==> src/dpllc_cfg.svh <==
// offsets, field positions, reset values and timing counts of the loop clock control
`ifndef DPLLC_CFG_SVH
`define DPLLC_CFG_SVH
`define DPLLC_ADDR_STATIC 24'hffffd0
`define DPLLC_ADDR_CTRL 24'hffffd1
`define DPLLC_ADDR16_STATIC 16'hffd0
`define DPLLC_ADDR16_CTRL 16'hffd1
`define DPLLC_ST_ORDER 23
`define DPLLC_ST_LOCKMODE 22
`define DPLLC_ST_PDF_HI 21
`define DPLLC_ST_PDF_LO 18
`define DPLLC_ST_DEN_HI 17
`define DPLLC_ST_DEN_LO 11
`define DPLLC_ST_NUM_HI 10
`define DPLLC_ST_NUM_LO 4
`define DPLLC_ST_INT_HI 3
`define DPLLC_ST_INT_LO 0
`define DPLLC_CT_DIV_HI 6
`define DPLLC_CT_DIV_LO 4
`define DPLLC_CT_ENABLE 3
`define DPLLC_CT_XTLDIS 2
`define DPLLC_CT_KEEP 1
`define DPLLC_CT_RSVOUT 0
`define DPLLC_RST_ORDER 1'h1
`define DPLLC_RST_LOCKMODE 1'h1
`define DPLLC_RST_PDF 4'h0
`define DPLLC_RST_DEN 7'h00
`define DPLLC_RST_NUM 7'h00
`define DPLLC_RST_INT 4'h8
`define DPLLC_RST_DIV 3'h3
`define DPLLC_INT_MIN 4'h5
`define DPLLC_LOCK_CYCLES 16'h0040
`endif

==> src/dpllc_pkg.sv <==
// types shared by the loop clock control files
package dpllc_pkg;
   typedef struct packed {
      logic modulator_order;
      logic lock_mode_select;
      logic [3:0] predivision_factor;
      logic [6:0] fraction_denominator;
      logic [6:0] fraction_numerator;
      logic [3:0] integer_multiplier;
   } dpllc_static_t;
   typedef struct packed {
      logic [2:0] low_power_divider;
      logic loop_enable;
      logic crystal_driver_disable;
      logic stop_state_keepalive;
      logic reserved_out_disable;
   } dpllc_ctrl_t;
   typedef struct packed {
      logic [4:0] predivide;
      logic [7:0] denominator;
      logic [6:0] numerator;
      logic [3:0] integer_part;
      logic fractional;
   } dpllc_factor_t;
   typedef enum logic [1:0] {DPLLC_OFF, DPLLC_ACQUIRE, DPLLC_LOCKED} dpllc_lock_t;
endpackage

==> src/dpllc_top.sv <==
// loop clock control registers, clock source select and stop behaviour
`timescale 1ns/100ps
`include "dpllc_cfg.svh"
module dpllc_top #(parameter logic [15:0] LOCK_CYCLES = `DPLLC_LOCK_CYCLES)
(
   // clocking
   input wire logic CLK,
   input wire logic RESET_N,
   input wire logic CE,
   // register port
   input wire logic [23:0] ADDR,
   input wire logic MODE16,
   input wire logic WR,
   input wire logic RD,
   input wire logic [23:0] WDATA,
   output logic [23:0] RDATA,
   // pins and status
   input wire logic LOOP_ENABLE_INIT_PIN,
   input wire logic STOP_STATE,
   input wire logic LOOP_LOCK_IN,
   output logic CORE_FROM_LOOP,
   output logic CORE_CLK_EN,
   output logic LOWPOWER_TICK,
   output logic LOOP_RUN,
   output logic OSC_RUN,
   output logic CRYSTAL_DRIVE_OUTPUT,
   output logic RESERVED_OUT_EN,
   output dpllc_pkg::dpllc_static_t STATIC_CFG,
   output dpllc_pkg::dpllc_factor_t FACTOR
);
   typedef struct packed {
      dpllc_pkg::dpllc_static_t st;
      dpllc_pkg::dpllc_ctrl_t ct;
      dpllc_pkg::dpllc_lock_t lock;
      logic [15:0] lock_count;
      logic init_seen;
      logic [1:0] init_wait;
      logic [1:0] init_sync;
      logic [1:0] stop_sync;
      logic [1:0] lock_sync;
      logic [23:0] rdata;
      logic core_from_loop;
      logic core_en;
      logic lp_tick;
      logic loop_run;
      logic osc_run;
      logic crystal_drive_output;
      logic rsv_en;
      dpllc_pkg::dpllc_static_t st_out;
      dpllc_pkg::dpllc_factor_t factor;
   } dpllc_state_t;
   dpllc_state_t state;
   dpllc_state_t next_state;
   dpllc_pkg::dpllc_factor_t factor;
   logic half_tick;
   logic div_tick;
   logic hit_static;
   logic hit_ctrl;
   function automatic logic addr_hit(input logic [23:0] a, input logic m16,
      input logic [23:0] full, input logic [15:0] short);
      addr_hit = m16 ? (a[15:0] == short) : (a == full);
   endfunction
   dpllc_decode u_decode
   (
      .st(state.st),
      .factor(factor)
   );
   dpllc_divider #(.WIDTH(8)) u_divider
   (
      .clk(CLK),
      .reset_n(RESET_N),
      .ce(CE),
      .div_code(state.ct.low_power_divider),
      .half_tick(half_tick),
      .div_tick(div_tick)
   );
   always_comb
   begin
      hit_static = addr_hit(ADDR, MODE16, `DPLLC_ADDR_STATIC, `DPLLC_ADDR16_STATIC);
      hit_ctrl = addr_hit(ADDR, MODE16, `DPLLC_ADDR_CTRL, `DPLLC_ADDR16_CTRL);
      next_state = state;
      next_state.init_sync = {state.init_sync[0], LOOP_ENABLE_INIT_PIN};
      next_state.stop_sync = {state.stop_sync[0], STOP_STATE};
      next_state.lock_sync = {state.lock_sync[0], LOOP_LOCK_IN};
      // the strap is read only after both synchroniser stages have settled
      if (!state.init_seen)
      begin
         if (state.init_wait == 2'h2)
         begin
            next_state.init_seen = 1'b1;
            next_state.ct.loop_enable = state.init_sync[1];
         end
         else
            next_state.init_wait = state.init_wait + 2'h1;
      end
      else if (WR && hit_ctrl)
         next_state.ct = dpllc_pkg::dpllc_ctrl_t'(WDATA[6:0]);
      if (WR && hit_static)
         next_state.st = dpllc_pkg::dpllc_static_t'(WDATA);
      next_state.rdata = 24'h000000;
      if (RD && hit_static)
         next_state.rdata = state.st;
      else if (RD && hit_ctrl)
         next_state.rdata = {17'h00000, state.ct};
      // lock tracking; divider writes never disturb it
      unique case (state.lock)
         dpllc_pkg::DPLLC_OFF:
            if (state.loop_run)
            begin
               next_state.lock = dpllc_pkg::DPLLC_ACQUIRE;
               next_state.lock_count = '0;
            end
         dpllc_pkg::DPLLC_ACQUIRE:
            if (!state.loop_run)
               next_state.lock = dpllc_pkg::DPLLC_OFF;
            else if (state.lock_sync[1] || state.lock_count >= LOCK_CYCLES - 16'h0001)
               next_state.lock = dpllc_pkg::DPLLC_LOCKED;
            else
               next_state.lock_count = state.lock_count + 16'h0001;
         dpllc_pkg::DPLLC_LOCKED:
            if (!state.loop_run)
               next_state.lock = dpllc_pkg::DPLLC_OFF;
      endcase
      next_state.core_from_loop = state.ct.loop_enable &&
         state.lock == dpllc_pkg::DPLLC_LOCKED;
      next_state.core_en = state.core_from_loop ? 1'b1 : half_tick;
      next_state.lp_tick = div_tick;
      next_state.loop_run = state.ct.loop_enable &&
         (!state.stop_sync[1] || state.ct.stop_state_keepalive);
      next_state.osc_run = !state.stop_sync[1] || state.ct.stop_state_keepalive;
      next_state.crystal_drive_output = state.ct.crystal_driver_disable;
      next_state.rsv_en = !state.ct.reserved_out_disable;
      next_state.st_out = state.st;
      next_state.factor = factor;
   end
   always_ff @(posedge CLK or negedge RESET_N)
   begin
      if (!RESET_N)
      begin
         state <= '0;
         state.st.modulator_order <= `DPLLC_RST_ORDER;
         state.st.lock_mode_select <= `DPLLC_RST_LOCKMODE;
         state.st.predivision_factor <= `DPLLC_RST_PDF;
         state.st.fraction_denominator <= `DPLLC_RST_DEN;
         state.st.fraction_numerator <= `DPLLC_RST_NUM;
         state.st.integer_multiplier <= `DPLLC_RST_INT;
         state.ct.low_power_divider <= `DPLLC_RST_DIV;
         state.lock <= dpllc_pkg::DPLLC_OFF;
         state.rsv_en <= 1'b1;
         state.osc_run <= 1'b1;
      end
      else if (CE)
         state <= next_state;
   end
   always_comb
   begin
      RDATA = state.rdata;
      CORE_FROM_LOOP = state.core_from_loop;
      CORE_CLK_EN = state.core_en;
      LOWPOWER_TICK = state.lp_tick;
      LOOP_RUN = state.loop_run;
      OSC_RUN = state.osc_run;
      CRYSTAL_DRIVE_OUTPUT = state.crystal_drive_output;
      RESERVED_OUT_EN = state.rsv_en;
      STATIC_CFG = state.st_out;
      FACTOR = state.factor;
   end
endmodule

==> src/dpllc_decode.sv <==
// decodes the static register fields into effective factors
`timescale 1ns/100ps
`include "dpllc_cfg.svh"
module dpllc_decode
(
   // raw fields
   input wire dpllc_pkg::dpllc_static_t st,
   // effective values
   output dpllc_pkg::dpllc_factor_t factor
);
   always_comb
   begin
      factor.predivide = {1'b0, st.predivision_factor} + 5'h01;
      factor.denominator = {1'b0, st.fraction_denominator} + 8'h01;
      factor.numerator = st.fraction_numerator;
      factor.integer_part = (st.integer_multiplier < `DPLLC_INT_MIN) ?
         `DPLLC_INT_MIN : st.integer_multiplier;
      factor.fractional = (st.fraction_numerator != 7'h00);
   end
endmodule

==> src/dpllc_divider.sv <==
// reference halving and power-of-two low-power divider as clock enables
`timescale 1ns/100ps
module dpllc_divider #(parameter int WIDTH = 8)
(
   // clocking
   input wire logic clk,
   input wire logic reset_n,
   input wire logic ce,
   // control
   input wire logic [2:0] div_code,
   // strobes
   output logic half_tick,
   output logic div_tick
);
   typedef struct packed {
      logic half;
      logic [WIDTH-1:0] count;
   } dpllc_div_state_t;
   dpllc_div_state_t state;
   dpllc_div_state_t next_state;
   logic [WIDTH-1:0] limit;
   always_comb
   begin
      limit = WIDTH'((1 << div_code) - 1);
      next_state = state;
      next_state.half = ~state.half;
      if (state.count >= limit)
         next_state.count = '0;
      else
         next_state.count = state.count + 1'b1;
      half_tick = state.half;
      div_tick = (state.count >= limit);
   end
   always_ff @(posedge clk or negedge reset_n)
   begin
      if (!reset_n)
         state <= '0;
      else if (ce)
         state <= next_state;
   end
endmodule

==> config.mk <==
export PLATFORM = sky130hd
export DESIGN_NAME = dpllc_top
export DESIGN_NICKNAME = d
export VERILOG_FILES = /design/src/dpllc_pkg.sv /design/src/dpllc_top.sv /design/src/dpllc_decode.sv /design/src/dpllc_divider.sv
export VERILOG_INCLUDE_DIRS = /design/src
export SDC_FILE = /design/constraint.sdc
export NUM_CORES = 1
export LEC_CHECK = 0
export ABC_AREA = 1
export BUFFER_PORTS_ARGS = -buffer_cell sky130_fd_sc_hd__buf_2
export CAP_MARGIN = 20
export CORE_MARGIN = 3
export CORE_UTILIZATION = 30
export DETAILED_ROUTE_END_ITERATION = 7
export PLACE_DENSITY = 0.6
export SYNTH_ARGS = -nofsm -noshare
export SYNTH_HDL_FRONTEND = slang
export SYNTH_SLANG_ARGS = --single-unit
==> constraint.sdc <==
create_clock -name CLK -period 2.3 [get_ports CLK]
set_input_delay 0 -clock CLK [delete_from_list [all_inputs] [get_ports CLK]]
set_output_delay 0 -clock CLK [all_outputs]
set_load 0.03 [all_outputs]
# After elaboration in Yosys (flattened, before gate mapping)
# Cells that the tools add are included.
[classes]
eq_ne = 13
bitwise = 3
n_shift = 1
magnitude_cmp = 3
n_addsub = 6
n_mux = 21
n_reduce_logical = 20
[op_table]
columns = ["op", "count"]
rows = [
  ["== test 24 bit, second input constant", 2],
  ["== test 16 bit, second input constant", 2],
  ["two-way mux 16 bit", 2],
  ["case mux 16 bit (2 select lines)", 1],
  ["two-way mux 24 bit", 1],
  ["two-way mux 18 bit", 1],
  ["adder 16 x 1 -> 16 bit, second input constant", 1],
  [">= comparator 16 x 6 -> 1 bit, second input constant", 1],
  ["AND reduction 3 bit", 3],
  ["adder 7 x 1 -> 8 bit, second input constant", 1],
  ["adder 8 x 1 -> 8 bit, second input constant", 1],
  [">= comparator 8 bit", 1],
  ["two-way mux 2 bit", 4],
  ["two-way mux 4 bit", 2],
  ["two-way mux 8 bit", 1],
  ["!= test 2 bit, second input constant", 4],
  ["left shift 1 x 3 -> 8 bit, first input constant", 1],
  ["subtractor 8 x 2 -> 8 bit, second input constant", 1],
  ["two-way mux 7 bit", 1],
  ["nonzero test 7 bit", 1],
  ["logical AND 1 bit", 6],
  ["two-way mux 1 bit", 6],
  ["case mux 2 bit (3 select lines)", 1],
  ["adder 4 x 1 -> 5 bit, second input constant", 1],
  ["other kinds (15)", 21],
]
[totals]
reg_bits = 140
input_bits = 57
wordCells = 105

# Logic depth before layout (Yosys ltp)
[depth]
depth_word = 5
ltp_mapped = 15
depth_no_buf = 15

# Hierarchy
# A second synthesis with hierarchy kept.
[unflattened]
cells_unflattened = 865
hier_area_um2 = 7288.2
[modules_own_cells]
columns = ["mod", "n_inst", "area_each_um2", "cells_per_inst", "seq_area_each_um2"]
rows = [
  ["dpllc_top", 1, 6327.3, 726, 3462.1],
  ["dpllc_divider", 1, 668.1, 86, 225.2],
  ["dpllc_decode", 1, 292.8, 53, 0.0],
]

# Worst setup path before layout
# Ideal clock, no wire load.
[synth_path]
kind = "register -> register"
startpoint = "register state[111] in the netlist's numbering"
endpoint = "register u_divider.state[3] in the netlist's numbering"
setup_ns = 0.120
arrival_ns = 2.189
setup_slack_ns = -0.009
period_less_slack_ns = 2.309
n_path_buf = 0
path_stages_with_launch = 16
required_time_ns = 2.180
path_cell_list = "dfstp_2 -> nor2_1 -> nand2_1 -> ha_1 -> o21ai_0 -> nor2_1 -> o21ai_0 -> xor2_1 -> ha_1 -> nand2_1 -> nor2_1 -> nand4_1 -> nand3_1 -> nand2_1 -> inv_1 -> nor2_1"
[synth_between]
elab_chain_len = 4
[synth_lines]
columns = ["element", "line_no", "rtl"]
rows = [
  ["start, declared", "dpllc_top.sv:52", "dpllc_state_t state;"],
  ["start signal, assigned", "dpllc_top.sv:153", "state <= next_state;"],
  ["left shift 1 x 3 -> 8 bit", "dpllc_divider.sv:24", "limit = WIDTH'((1 << div_code) - 1);"],
  ["subtractor 8 x 2 -> 8 bit", "dpllc_divider.sv:24", ""],
  [">= comparator 8 bit", "dpllc_divider.sv:27", "if (state.count >= limit)"],
  ["two-way mux 8 bit", "dpllc_divider.sv:27", ""],
  ["end signal, assigned", "dpllc_divider.sv:39", "state <= next_state;"],
  ["end, declared", "dpllc_divider.sv:19", "dpllc_div_state_t state;"],
]
# No other way between the ends.
# A chain may end at the register's enable or synchronous reset.

# Worst setup path in the final report
[layout_path]
startpoint = "register state[112] in the netlist's numbering"
endpoint = "register u_divider.state[6] in the netlist's numbering"
# Same word-level chain as after synthesis.

==> reports/metrics.yaml <==
status:
  status: "completed"
setup_path:
  required_ps: 2600
  critical_path.max_stage_delay_ps: 550
  cpMaxStageDelayCell: "dfstp_2"
  cp-start-kind: "register"
  cp.arrival_ps: 2550
  r2r_cells: 15
  critPathMaxFanout: 5
  critical_path.cell_chain: "nor2_2 > nand2_2 > ha_4 > o21ai_2 > nor2_1 > o21ai_1 > xor2_1 > ha_1 > nand2_2 > nor2_2 > nand4_1 > nand3_2 > nand2_4 > inv_4 > nor2_1"
  critPathKind: "register to register"
  crit_path_end_kind: "register"
synthesis:
  synth-main-ff-cell: "dfrtp_1"
  synthCells: 793
  synth-edff-count: 0
  ys.warnings.count: 0
  synth_area_um2: 6880
  ys_ff_latch: 140
  ys_async_sr_fraction_pct: 100
  synth.avg_cell_area_um2: 8.67
  ys_seq_area_share_pct: 51.1
  ys_types: 39
  synth_nets: 867
final_layout:
  seq_area_um2: 3510
  drive_above_1_share_pct: 26.7
  multiInputGateArea_um2: 2420
  layout.cells.non_filler: 1191
  area.growth.synth_to_final_pct: 21.9
  fillers: 2232
  fin_nets: 972
  n_antenna_cell: 0
placed_design:
  place.port_buffers: 136
  detailed_place_hpwl_um: 11500
  place.gp.congestion: 0.821
  dp.cells: 1127
  preCtsSetupSlack_ps: -154
power_and_ir_drop:
  static-leakage-power_nw: 4.46
  ir_worst_vdd_v: 0.000436
  p_int_mw: 4.85
  seqPwrFrac_pct: 42.1
  pwr-share-comb_pct: 13.9
  power_density_nw_per_um2: 791
  p_sw_mw: 1.78
  switching_share_pct: 26.9
  clockPowerShare_pct: 44.0
cts:
  clk_path_buf_depth: 2
  cts.sinks: 140
  clock_latency_ps: 410
  numCtsBuffers: 17
  cts_tree: "done"
  clk_pin_slew_ps: 60
  htreeDepth: 4
  clockRootBuffer: "clkbuf_16"
run:
  cap_violations: 0
timing:
  fin_crit_sh_pct: 97.9
  grt_setup_unrepaired: "yes"
  maxSlewHeadroom_pct: 59.4
  period_needed_ps: 2250
  max_freq_ghz: 0.444
  worst_slack_ps: 49.0
  finalHoldViolations: 0
  finalSetupViolCount: 0
  clock_skew_ps: 6.29
  slew_violations: 0
  worst_pin_slew_ps: 607
  hold_ws_ps: 83.0
routing:
  wirelength_um: 16400
  drcViolationCount: 0
  drt_iter0_drc: 207
  vias_per_cell: 4.39
  detail_route.first_pass.iterations: 4
  avgRoutedWirePerCell_um: 13.8
  ant_nets: 0
  vias: 5228
floorplanning:
  initial_core_util_pct: 31.0
  io_pins: 137
  fp-row-count: 54
  fp.coreArea_um2: 22200
  die-width_um: 157
  die-area_um2: 24800
  die-height_um: 157
global_route:
  grt_pass1_vias: 5233
  grt_pass1_wl_um: 26600
  antenna_found_initial: 0
  grt_usage_pct: 13.6
  grt_max_degree: 81
  gr-total-overflow: 0
hold_path:
  holdCritPathClass: "primary input to register"
  hold_path_depth: 6
metal layers:
metal / vias up / global-route usage [%] / routed length [um]
met5: - / 0 / 0
met4: 0 / 3.84 / 255
met3: 14 / 3.93 / 924
met2: 122 / 22.5 / 7780
met1: 2467 / 17.5 / 7480
li1: 2625 / - / -
state kept, by name, summed over array words and instances, names as in the netlist:
| register | cells |
|---|---|
| OSC_RUN | 1 |
| u_divider.state | 8 |
| u_divider.half_tick | 1 |
| CORE_FROM_LOOP | 1 |
| RESERVED_OUT_EN | 1 |
| LOOP_RUN | 1 |
| FACTOR | 25 |
| RDATA | 24 |
| state | 30 |
| LOWPOWER_TICK | 1 |
| next_state | 28 |
| STATIC_CFG | 17 |
| CORE_CLK_EN | 1 |
| CRYSTAL_DRIVE_OUTPUT | 1 |
layout by cell type, fill, tap and decap left out, drive strengths merged, types with 2 or more instances in the layout:
cell | Yosys | layout
nand2 | 245 | 245
buf | 91 | 155
dfrtp | 133 | 133
inv | 80 | 84
o21ai | 75 | 75
nor2 | 48 | 48
nand3 | 33 | 33
dlygate4sd3 | 0 | 30
clkbuf | 8 | 18
ha | 17 | 17
nand4 | 13 | 13
xor2 | 8 | 8
a21oi | 8 | 8
dfstp | 7 | 7
nor3 | 6 | 6
clkinv | 0 | 4
bufinv | 0 | 4
xnor2 | 3 | 3
o21a | 3 | 3
o211ai | 3 | 3
or2 | 3 | 3
nand3b | 2 | 2
o31ai | 2 | 2
nor4 | 2 | 2
clkinvlp | 0 | 2
power groups by stage:
stage	clock network [mW]	registers (mW)	logic, mW
3_5_place_dp	0	2.83	0.868
2_1_floorplan	0	2.86	0.542
3_3_place_gp	0	2.83	0.846
6_report	2.91	2.79	0.924
4_1_cts	3.00	2.79	0.923
5_1_grt	3.11	2.82	1.08
per-stage QoR:
stage / cell area, um^2 / TNS, ps / power, mW / utilization (%)
after floorplan: 6880 / 0 / 3.40 / -
after global placement: 7390 / -337 / 3.68 / 33.3
after detailed placement: 7390 / -939 / 3.70 / 33.3
after CTS: 8340 / 0 / 6.71 / 37.6
after global routing: 8380 / -646 / 7.01 / 37.8
final: 8380 / 0 / 6.63 / 37.8
cells in the mapped netlist, types with 2 or more instances:
library cell,count,area [um^2]
nand3_1,32,160
dfrtp_1,133,3330
nor4_1,2,12.5
o21a_1,3,22.5
or2_2,2,12.5
a21oi_1,8,40.0
nand3b_1,2,15.0
o21ai_1,16,80.1
nand2_1,241,905
nand4_1,12,75.1
xor2_1,8,70.1
nor2_4,2,22.5
o211ai_1,3,22.5
o31ai_1,2,15.0
nor3_1,4,20.0
inv_1,78,293
ha_1,17,213
o21ai_0,39,195
buf_6,5,56.3
inv_2,2,7.51
buf_4,75,563
buf_2,10,50.1
clkbuf_1,7,26.3
nand2_2,4,25.0
dfstp_2,7,184
o21ai_2,20,175
nor2_1,45,169
xnor2_1,3,26.3
cell families after synthesis:
| kind of cell | synth area share (%) |
|---|---|
| and+or+nand+nor | 21.7 |
| other | 0.0545 |
| DFF | 51.1 |
| buffers and inverters | 14.6 |
| adders and majority gates | 3.09 |
| xor gates and xnor gates | 1.40 |
| AOI/OAI and AO/OA | 8.10 |
worst max-delay path, delay by kind of cell (launching register included):
family	cells	cell delay, ps
flip-flops	1	550
buffers and inverters	1	90
adder cells (fa/ha/maj)	2	420
AO/OA/AOI/OAI	2	150
XOR/XNOR	1	150
AND/OR/NAND/NOR	9	760
final timing paths:
kind	startpoint	end	slack, ps
max	state[112]	u_divider.state[6]	50
min	ADDR[1]	RDATA[3]	80
max reg2reg	state[112]	u_divider.state[6]	50
min reg2reg	u_divider.half_tick	u_divider.half_tick	460
max in group asynchronous	RESET_N	next_state[28]	1480
min in group asynchronous	RESET_N	STATIC_CFG[15]	90
area by class of cell:
class | count | share of cell area, %
clock buffers | 18 | 5.12
clock inverters | 14 | 2.27
multi-input cells | 474 | 28.9
flip-flops and latches | 140 | 41.9
inverters | 80 | 3.61
repair buffers | 185 | 14.1
well taps | 280 | 4.18
repair_timing:
action,in CTS,in global routing
setup endpoints to repair,9,9
buffers inserted,2,0
hold buffers,30,0
pin swaps,7,11
hold endpoints to repair,137,0
gates resized for setup,7,15
Note: power is estimated with default switching activity, not from simulation.
